### config.mk
export PLATFORM = sky130hd
export DESIGN_NAME = sdrm_monitor
export DESIGN_NICKNAME = d
export VERILOG_FILES = /design/src/hdl/sdrm_pkg.sv /design/src/hdl/sdrm_sync.sv /design/src/hdl/sdrm_monitor.sv
export SDC_FILE = /design/constraint.sdc
export NUM_CORES = 1
export LEC_CHECK = 0
export BUFFER_PORTS_ARGS = -buffer_cell sky130_fd_sc_hd__buf_2
export CAP_MARGIN = 20
export CORE_MARGIN = 2
export CORE_UTILIZATION = 44
export CTS_BUF_LIST = sky130_fd_sc_hd__clkbuf_4 sky130_fd_sc_hd__clkbuf_8
export CTS_CLUSTER_SIZE = 25
export DETAILED_ROUTE_END_ITERATION = 6
export HOLD_SLACK_MARGIN = 0.05
export MAX_ROUTING_LAYER = met4
export PLACE_DENSITY = 0.82
export SLEW_MARGIN = 20
export SYNTH_ARGS = -nofsm -noshare
export SYNTH_HDL_FRONTEND = slang
export SYNTH_HIERARCHICAL = 1
export SYNTH_SLANG_ARGS = --single-unit
### constraint.sdc
create_clock -name aclk -period 2.63 [get_ports aclk]
set_clock_uncertainty 0.05 [all_clocks]
set_input_delay 0.1315 -clock aclk [delete_from_list [all_inputs] [get_ports aclk]]
set_output_delay 0.1315 -clock aclk [all_outputs]
set_load 0.05 [all_outputs]
### src/hdl/sdrm_pkg.sv
// Package with register map, field positions and reset values of the supply drop monitor.
package sdrm_pkg;

   // ---------------------------------------------------------------
   // Register map
   // ---------------------------------------------------------------
   localparam logic [7:0] STATUS_OFS = 8'h00;   // Read-only status word.
   localparam logic [7:0] CONFIG_OFS = 8'h04;   // Option configuration word.

   // ---------------------------------------------------------------
   // Status fields
   // ---------------------------------------------------------------
   localparam int FLAG_POS   = 0;               // Low supply flag.
   localparam int HOLD_POS   = 1;               // Low supply reset under way.
   localparam int PIN_POS    = 2;               // Sampled level of the reset pin.

   // ---------------------------------------------------------------
   // Configuration fields and their values after reset
   // ---------------------------------------------------------------
   localparam int PWRD_POS   = 0;               // Monitor power disable.
   localparam int RSTD_POS   = 1;               // Monitor reset disable.
   localparam int STOP_POS   = 2;               // Monitor stop enable.
   localparam int TRIP_POS   = 3;               // Trip level select, 1 selects 5 V.
   localparam logic PWRD_RST = 1'b0;
   localparam logic RSTD_RST = 1'b0;
   localparam logic STOP_RST = 1'b0;
   localparam logic TRIP_RST = 1'b0;
   localparam logic FLAG_RST = 1'b0;

   // ---------------------------------------------------------------
   // Bus responses and reset hold states
   // ---------------------------------------------------------------
   localparam logic [1:0] RESP_OKAY   = 2'b00;
   localparam logic [1:0] RESP_SLVERR = 2'b10;

   typedef enum logic [1:0] {
      HOLD_IDLE   = 2'b01,
      HOLD_ACTIVE = 2'b10
   } sdrm_hold_type;

endpackage : sdrm_pkg

### src/hdl/sdrm_sync.sv
// Two-stage synchroniser for a group of asynchronous levels.
`timescale 1ns/1ps
module sdrm_sync #(
   parameter int WIDTH = 1
) (
   input  wire logic             aclk,
   input  wire logic             aresetn,
   input  wire logic [WIDTH-1:0] async_in,
   output logic      [WIDTH-1:0] sync_out
);

   logic [WIDTH-1:0] stage_one;

   // -----------------------------------------------------------------
   // Synchroniser chain
   // -----------------------------------------------------------------
   // The first stage feeds only the second stage, so metastability settles there.
   always_ff @(posedge aclk) begin
      if (!aresetn) begin
         stage_one <= '0;
         sync_out  <= '0;
      end else begin
         stage_one <= async_in;
         sync_out  <= stage_one;
      end
   end

   initial begin
      if (WIDTH < 1) begin
         $error("Synchroniser width must be at least one.");
      end
   end

endmodule : sdrm_sync

### src/hdl/sdrm_monitor.sv
// Supply drop reset monitor: comparator conditioning, reset hold and register slave.
//
// Contract
// - Monitor enabled straight out of reset.
// - Monitor only while power disable is zero.
// - Falling trip resets unless reset disable set.
// - Stop mode needs stop enable set.
// - Trip select one picks 5 V thresholds.
// - Power-on reset returns trip select to 3 V.
// - Selecting 5 V below rising level resets.
// - Reset held until supply above rising level.
// - Flag follows the comparator outputs.
// - Reset pin driven low during low reset.
// - Flag one below, zero above, else holds.
// - Any system reset clears the flag.
// - No interrupt; flag and reset only.
// - Monitor runs in wait; reset wakes it.
// - Stop enable keeps monitor in stop; wakes.
`timescale 1ns/1ps
module sdrm_monitor #(
   parameter int ADDR_W = 8
) (
   input  wire logic              aclk,
   input  wire logic              aresetn,
   input  wire logic              por,
   input  wire logic              wait_mode,
   input  wire logic              stop_mode,
   input  wire logic              cmp_below_fall_3v,
   input  wire logic              cmp_above_rise_3v,
   input  wire logic              cmp_below_fall_5v,
   input  wire logic              cmp_above_rise_5v,
   output logic                   trip_level_select,
   output logic                   monitor_active,
   output logic                   low_supply_reset,
   input  wire logic              rst_pin_in,
   output logic                   rst_pin_out,
   output logic                   rst_pin_oe_n,
   input  wire logic [ADDR_W-1:0] s_axi_awaddr,
   input  wire logic              s_axi_awvalid,
   output logic                   s_axi_awready,
   input  wire logic [31:0]       s_axi_wdata,
   input  wire logic [3:0]        s_axi_wstrb,
   input  wire logic              s_axi_wvalid,
   output logic                   s_axi_wready,
   output logic [1:0]             s_axi_bresp,
   output logic                   s_axi_bvalid,
   input  wire logic              s_axi_bready,
   input  wire logic [ADDR_W-1:0] s_axi_araddr,
   input  wire logic              s_axi_arvalid,
   output logic                   s_axi_arready,
   output logic [31:0]            s_axi_rdata,
   output logic [1:0]             s_axi_rresp,
   output logic                   s_axi_rvalid,
   input  wire logic              s_axi_rready
);

   // -----------------------------------------------------------------
   // Declarations
   // -----------------------------------------------------------------
   logic [4:0]              sync_levels;
   logic                    below_3v;
   logic                    above_3v;
   logic                    below_5v;
   logic                    above_5v;
   logic                    pin_level;
   logic                    below_sel;
   logic                    above_sel;
   logic                    power_disable;
   logic                    reset_disable;
   logic                    stop_enable;
   logic                    low_supply_flag;
   sdrm_pkg::sdrm_hold_type hold_state;
   sdrm_pkg::sdrm_hold_type next_hold_state;
   logic                    in_hold;
   logic                    raise_5v;
   logic                    aw_held;
   logic                    w_held;
   logic [ADDR_W-1:0]       aw_addr;
   logic [31:0]             w_data;
   logic [3:0]              w_strb;
   logic                    do_write;
   logic [1:0]              wr_sel;
   logic [1:0]              rd_sel;

   // -----------------------------------------------------------------
   // Elaboration checks
   // -----------------------------------------------------------------
   initial begin
      if (ADDR_W < 3 || ADDR_W > 32) begin
         $error("Address width must lie between 3 and 32 bits.");
      end
   end

   // Selects one register from a byte address; bit 0 is status, bit 1 configuration.
   function automatic logic [1:0] reg_select(input logic [ADDR_W-1:0] addr);
      logic [1:0] sel;
      sel    = 2'b00;
      sel[0] = (addr == ADDR_W'(sdrm_pkg::STATUS_OFS));
      sel[1] = (addr == ADDR_W'(sdrm_pkg::CONFIG_OFS));
      return sel;
   endfunction : reg_select

   // -----------------------------------------------------------------
   // Comparator and pin synchronisation
   // -----------------------------------------------------------------
   // All comparator outputs and the pin level cross into the bus clock here.
   sdrm_sync #(
      .WIDTH    (5)
   ) u_sync (
      .aclk     (aclk),
      .aresetn  (aresetn),
      .async_in ({rst_pin_in, cmp_above_rise_5v, cmp_below_fall_5v,
                  cmp_above_rise_3v, cmp_below_fall_3v}),
      .sync_out (sync_levels)
   );

   assign below_3v  = sync_levels[0];
   assign above_3v  = sync_levels[1];
   assign below_5v  = sync_levels[2];
   assign above_5v  = sync_levels[3];
   assign pin_level = sync_levels[4];

   // Threshold pair picked by the trip level select bit.
   assign below_sel = trip_level_select ? below_5v : below_3v;
   assign above_sel = trip_level_select ? above_5v : above_3v;

   // Monitor runs unless powered down, and in stop mode only when allowed; wait mode
   // does not stop it.
   assign monitor_active = !power_disable && (!stop_mode || stop_enable);

   // -----------------------------------------------------------------
   // Register bus write path
   // -----------------------------------------------------------------
   assign s_axi_awready = !aw_held && !s_axi_bvalid;
   assign s_axi_wready  = !w_held && !s_axi_bvalid;
   assign do_write      = aw_held && w_held && !s_axi_bvalid;
   assign wr_sel        = reg_select(aw_addr);

   // Address and data are caught in either order and held until the response.
   always_ff @(posedge aclk) begin
      if (!aresetn) begin
         aw_held <= 1'b0;
         w_held  <= 1'b0;
         aw_addr <= '0;
         w_data  <= '0;
         w_strb  <= '0;
      end else begin
         if (s_axi_awvalid && s_axi_awready) begin
            aw_held <= 1'b1;
            aw_addr <= s_axi_awaddr;
         end else if (do_write) begin
            aw_held <= 1'b0;
         end
         if (s_axi_wvalid && s_axi_wready) begin
            w_held <= 1'b1;
            w_data <= s_axi_wdata;
            w_strb <= s_axi_wstrb;
         end else if (do_write) begin
            w_held <= 1'b0;
         end
      end
   end

   // Write response, an error for an unmapped address.
   always_ff @(posedge aclk) begin
      if (!aresetn) begin
         s_axi_bvalid <= 1'b0;
         s_axi_bresp  <= sdrm_pkg::RESP_OKAY;
      end else if (do_write) begin
         s_axi_bvalid <= 1'b1;
         s_axi_bresp  <= (wr_sel != 2'b00) ? sdrm_pkg::RESP_OKAY : sdrm_pkg::RESP_SLVERR;
      end else if (s_axi_bready) begin
         s_axi_bvalid <= 1'b0;
      end
   end

   // -----------------------------------------------------------------
   // Configuration register
   // -----------------------------------------------------------------
   // System reset leaves the monitor and its reset enabled.
   always_ff @(posedge aclk) begin
      if (!aresetn) begin
         power_disable <= sdrm_pkg::PWRD_RST;
         reset_disable <= sdrm_pkg::RSTD_RST;
         stop_enable   <= sdrm_pkg::STOP_RST;
      end else if (do_write && wr_sel[1] && w_strb[0]) begin
         power_disable <= w_data[sdrm_pkg::PWRD_POS];
         reset_disable <= w_data[sdrm_pkg::RSTD_POS];
         stop_enable   <= w_data[sdrm_pkg::STOP_POS];
      end
   end

   // Trip level survives system reset and falls back to 3 V only on power-on reset.
   always_ff @(posedge aclk) begin
      if (por) begin
         trip_level_select <= sdrm_pkg::TRIP_RST;
      end else if (do_write && wr_sel[1] && w_strb[0]) begin
         trip_level_select <= w_data[sdrm_pkg::TRIP_POS];
      end
   end

   // A write raising the trip level to 5 V while not above the 5 V rising level.
   assign raise_5v = do_write && wr_sel[1] && w_strb[0] && w_data[sdrm_pkg::TRIP_POS]
                     && !trip_level_select && !above_5v;

   // -----------------------------------------------------------------
   // Low supply flag
   // -----------------------------------------------------------------
   // Flag sets below the falling level, clears above the rising level and holds between.
   always_ff @(posedge aclk) begin
      if (!aresetn) begin
         low_supply_flag <= sdrm_pkg::FLAG_RST;
      end else if (monitor_active && below_sel) begin
         low_supply_flag <= 1'b1;
      end else if (monitor_active && above_sel) begin
         low_supply_flag <= 1'b0;
      end
   end

   // -----------------------------------------------------------------
   // Reset hold state machine
   // -----------------------------------------------------------------
   // Only power-on reset clears the hold, since the held reset itself resets the system.
   always_ff @(posedge aclk) begin
      if (por) begin
         hold_state <= sdrm_pkg::HOLD_IDLE;
      end else begin
         hold_state <= next_hold_state;
      end
   end

   // Trips on the falling level or a raise to 5 V; leaves only above the rising level.
   always_comb begin
      next_hold_state = hold_state;
      case (hold_state)
         sdrm_pkg::HOLD_IDLE: begin
            if (monitor_active && !reset_disable && (below_sel || raise_5v)) begin
               next_hold_state = sdrm_pkg::HOLD_ACTIVE;
            end
         end
         sdrm_pkg::HOLD_ACTIVE: begin
            // A raise to 5 V in the same cycle keeps the hold, as it would re-enter at once.
            if (above_sel && !raise_5v) begin
               next_hold_state = sdrm_pkg::HOLD_IDLE;
            end
         end
         default: begin
            next_hold_state = sdrm_pkg::HOLD_IDLE;
         end
      endcase
   end

   assign in_hold = (hold_state == sdrm_pkg::HOLD_ACTIVE);

   // The reset request is the only event out of the block; it also wakes the core.
   assign low_supply_reset = in_hold;

   // Open-drain reset pin pulled low for the whole hold.
   assign rst_pin_out  = 1'b0;
   assign rst_pin_oe_n = !in_hold;

   // -----------------------------------------------------------------
   // Register bus read path
   // -----------------------------------------------------------------
   assign s_axi_arready = !s_axi_rvalid;
   assign rd_sel        = reg_select(s_axi_araddr);

   // Read data answer one cycle after the address is taken.
   always_ff @(posedge aclk) begin
      if (!aresetn) begin
         s_axi_rvalid <= 1'b0;
         s_axi_rdata  <= '0;
         s_axi_rresp  <= sdrm_pkg::RESP_OKAY;
      end else if (s_axi_arvalid && s_axi_arready) begin
         s_axi_rvalid <= 1'b1;
         s_axi_rdata  <= '0;
         s_axi_rresp  <= sdrm_pkg::RESP_OKAY;
         if (rd_sel[0]) begin
            s_axi_rdata[sdrm_pkg::FLAG_POS] <= low_supply_flag;
            s_axi_rdata[sdrm_pkg::HOLD_POS] <= in_hold;
            s_axi_rdata[sdrm_pkg::PIN_POS]  <= pin_level;
         end else if (rd_sel[1]) begin
            s_axi_rdata[sdrm_pkg::PWRD_POS] <= power_disable;
            s_axi_rdata[sdrm_pkg::RSTD_POS] <= reset_disable;
            s_axi_rdata[sdrm_pkg::STOP_POS] <= stop_enable;
            s_axi_rdata[sdrm_pkg::TRIP_POS] <= trip_level_select;
         end else begin
            s_axi_rresp <= sdrm_pkg::RESP_SLVERR;
         end
      end else if (s_axi_rready) begin
         s_axi_rvalid <= 1'b0;
      end
   end
endmodule : sdrm_monitor

==> impl_metrics.env <==
export IMPL_status="completed"
export IMPL_drc=0
export IMPL_rows=23
export IMPL_port_buffers=49
export IMPL_min_from="s_axi_wdata[0]"
export IMPL_viasPerCell=4.45
export IMPL_initial_core_util_pct=45.3
export IMPL_synth_fa_ha_area_share_pct=0
export IMPL_required_ps=2730
export IMPL_grt_pass1_wl_mm=5.24
export IMPL_yosys_most_used_dff="dfxtp_1"
export IMPL_vdd_drop_max_mv=0.356
export IMPL_fmax_mhz=523
export IMPL_final_setup_tns_ps=0
export IMPL_worst_path_max_fanout=3
export IMPL_crit_type="in -> reg"
export IMPL_cts_sinks=40
export IMPL_postSynthAreaPerCell_sq_um=9.45
export IMPL_r2r_start="aw_addr[5]$_SDFFE_PN0P_"
export IMPL_crit_path_end_kind="flip-flop"
export IMPL_hpwl_mm=2.36
export IMPL_numCtsBuffers=5
export IMPL_finalSetupViolations=0
export IMPL_drive_above_1_share_pct=25.4
export IMPL_synth_xor_area_share_pct=0
export IMPL_p_leak_nw=1.05
export IMPL_synth_seq_area_share_pct=44.8
export IMPL_num_nets_final=322
export IMPL_synth_area_mux_share_pct=7.49
export IMPL_root_buffer="clkbuf_8"
export IMPL_cp_start_kind="input port"
export IMPL_wl_per_cell_um=11.1
export IMPL_hold_viol=0
export IMPL_cts_clk_slew_worst_paths_ps=80
export IMPL_routed_via_count=1361
export IMPL_synth_area_sq_um=1790
export IMPL_grt_busiest_layer="met2"
export IMPL_met1_usage_pct=17.9
export IMPL_crit_arrival_ps=2020
export IMPL_layout_common_cells="buf_2, dfxtp_1, conb_1, nand2_1, dlygate4sd3_1"
export IMPL_ys_types=33
export IMPL_grtUsageTotal_pct=15.6
export IMPL_drt_pass1_iterations=4
export IMPL_drt_first_iter_violations=45
export IMPL_worst_hold_path_type="in -> reg"
export IMPL_gp_congestion=0.748
export IMPL_fin_hold_ws_ps=62.0
export IMPL_die_area_sq_um=4590
export IMPL_area_delta_synth_final_pct=24.2
export IMPL_yosys_warnings=6
export IMPL_slew_violations=0
export IMPL_grt_overflow=0
export IMPL_grt_pass1_vias=1171
export IMPL_clk_path_buf_depth=2
export IMPL_coreArea_sq_um=3940
export IMPL_rsz0062_at_grt="false"
export IMPL_drt_total_wl_mm=3.39
export IMPL_fill_cells=370
export IMPL_power_density_nw_per_um2=637
export IMPL_mostFrequentLayoutCell="buf_2"
export IMPL_synthSimpleGateAreaFrac_pct=21.9
export IMPL_synth_enable_flop_cells=0
export IMPL_ys_async_sr_fraction_pct=0
export IMPL_relSlewSlack_pct=65.7
export IMPL_num_antenna_cells=0
export IMPL_grt_max_degree=38
export IMPL_final_min_clock_period_ps=1910
export IMPL_die_x_um=67.7
export IMPL_grt_use_met3_pct=3.00
export IMPL_die_h_um=67.7
export IMPL_detail_route_antenna_nets=0
export IMPL_clock_latency_ps=290
export IMPL_ioPinCount=113
export IMPL_crit_start="por"
export IMPL_synth_seq_cells=40
export IMPL_fin_crit_sh_pct=72.7
export IMPL_antenna_found_initial=0
export IMPL_cts_tree="built"
export IMPL_cts_setup_buffers=0
export IMPL_cap_violations=0
export IMPL_synth_compound_area_share_pct=10.4
export IMPL_synthCells=189
export IMPL_worst_slew_pin_slew_ps=514
export IMPL_htreeDepth=2
export IMPL_synth_top_family_by_area="simple AND/OR/NAND/NOR gates"
export IMPL_met2_usage_pct=25.6
==> routing by layer <==
layer	wire, um	vias to the layer above
li1	-	701
met1	1510	621
met2	1720	37
met3	131	2
met4	32	0
met5	0	-
==> worst paths after layout <==
path         cells after the start  slack (ps)                             to
min                              3          60         w_data[0]$_SDFFE_PN0P_
max                              6         720     hold_state[0]$_SDFFE_PP1P_
max reg2reg                      4         770       stop_enable$_SDFFE_PN0N_
min reg2reg                      1         370  u_sync/sync_out[4]$_SDFF_PN0_
==> repair_timing <==
action	4_1_cts	5_1_grt
gates resized for setup	0	0
hold buffers	16	0
hold endpoints to repair	15	0
==> cell type report <==
type / count / area, sq um / share of cell area [%]
Inverter: 3 / 11.3 / 0.507
Clock inverter: 2 / 35.0 / 1.58
Sequential cell: 40 / 801 / 36.1
Clock buffer: 6 / 76.3 / 3.44
Tap cell: 50 / 62.6 / 2.82
Multi-Input combinational cell: 140 / 828 / 37.3
Timing Repair Buffer: 65 / 405 / 18.3
==> cells in the mapped netlist (all sizes together) (3+ instances only) <==
| cell | count | area, sq um |
|---|---|---|
| mux2i | 10 | 100 |
| mux2 | 3 | 33.8 |
| and2 | 12 | 75.1 |
| nand2b | 5 | 31.3 |
| nor2 | 7 | 26.3 |
| buf | 32 | 244 |
| a21boi | 12 | 90.1 |
| dfxtp | 40 | 801 |
| nor2b | 13 | 81.3 |
| or4 | 3 | 30.0 |
| inv | 3 | 11.3 |
| nand2 | 23 | 86.3 |
| clkbuf | 4 | 15.0 |
==> stage by stage <==
stage                     std cells  setup slack [ps]  util, %  area, sq um  total power, mW
after floorplan                 219               460        -         1900            0.896
after global placement          282               808     49.4         1950            0.906
after detailed placement        282               765     49.4         1950            0.911
after CTS                       306               758     56.3         2220             1.42
after global routing            306               614     56.3         2220             1.47
final                           306               717     56.3         2220             1.41
==> power by group <==
| group | internal (mW) | total (mW) | switching, mW |
|---|---|---|---|
| registers | 0.634 | 0.649 | 0.0144 |
| clock network | 0.292 | 0.497 | 0.205 |
| logic | 0.0785 | 0.267 | 0.189 |
| total | 1.00 | 1.41 | 0.408 |
==> registers in the layout, summed over array words and instances (netlist names), 2 cells and up <==
name and count:
aw_addr 8, hold_state 2, u_sync/stage_one 5, w_data 4
u_sync/sync_out 5, s_axi_rdata 4
==> cells by family (layout without fill, tap and decap cells) <==
kind of cell,Yosys count,count (layout)
compound gates,24,24
flops,40,40
other cells,1,31
buf+inv,39,76
simple gates,72,72
mux,13,13
==> worst max-delay path, stage by stage <==
cell	delay, ps
dlygate4sd3_1	540
buf_2	140
or4b_2	600
nor3_1	340
o211a_1	210
a221oi_1	50
Note: power is estimated with default switching activity, not from simulation.
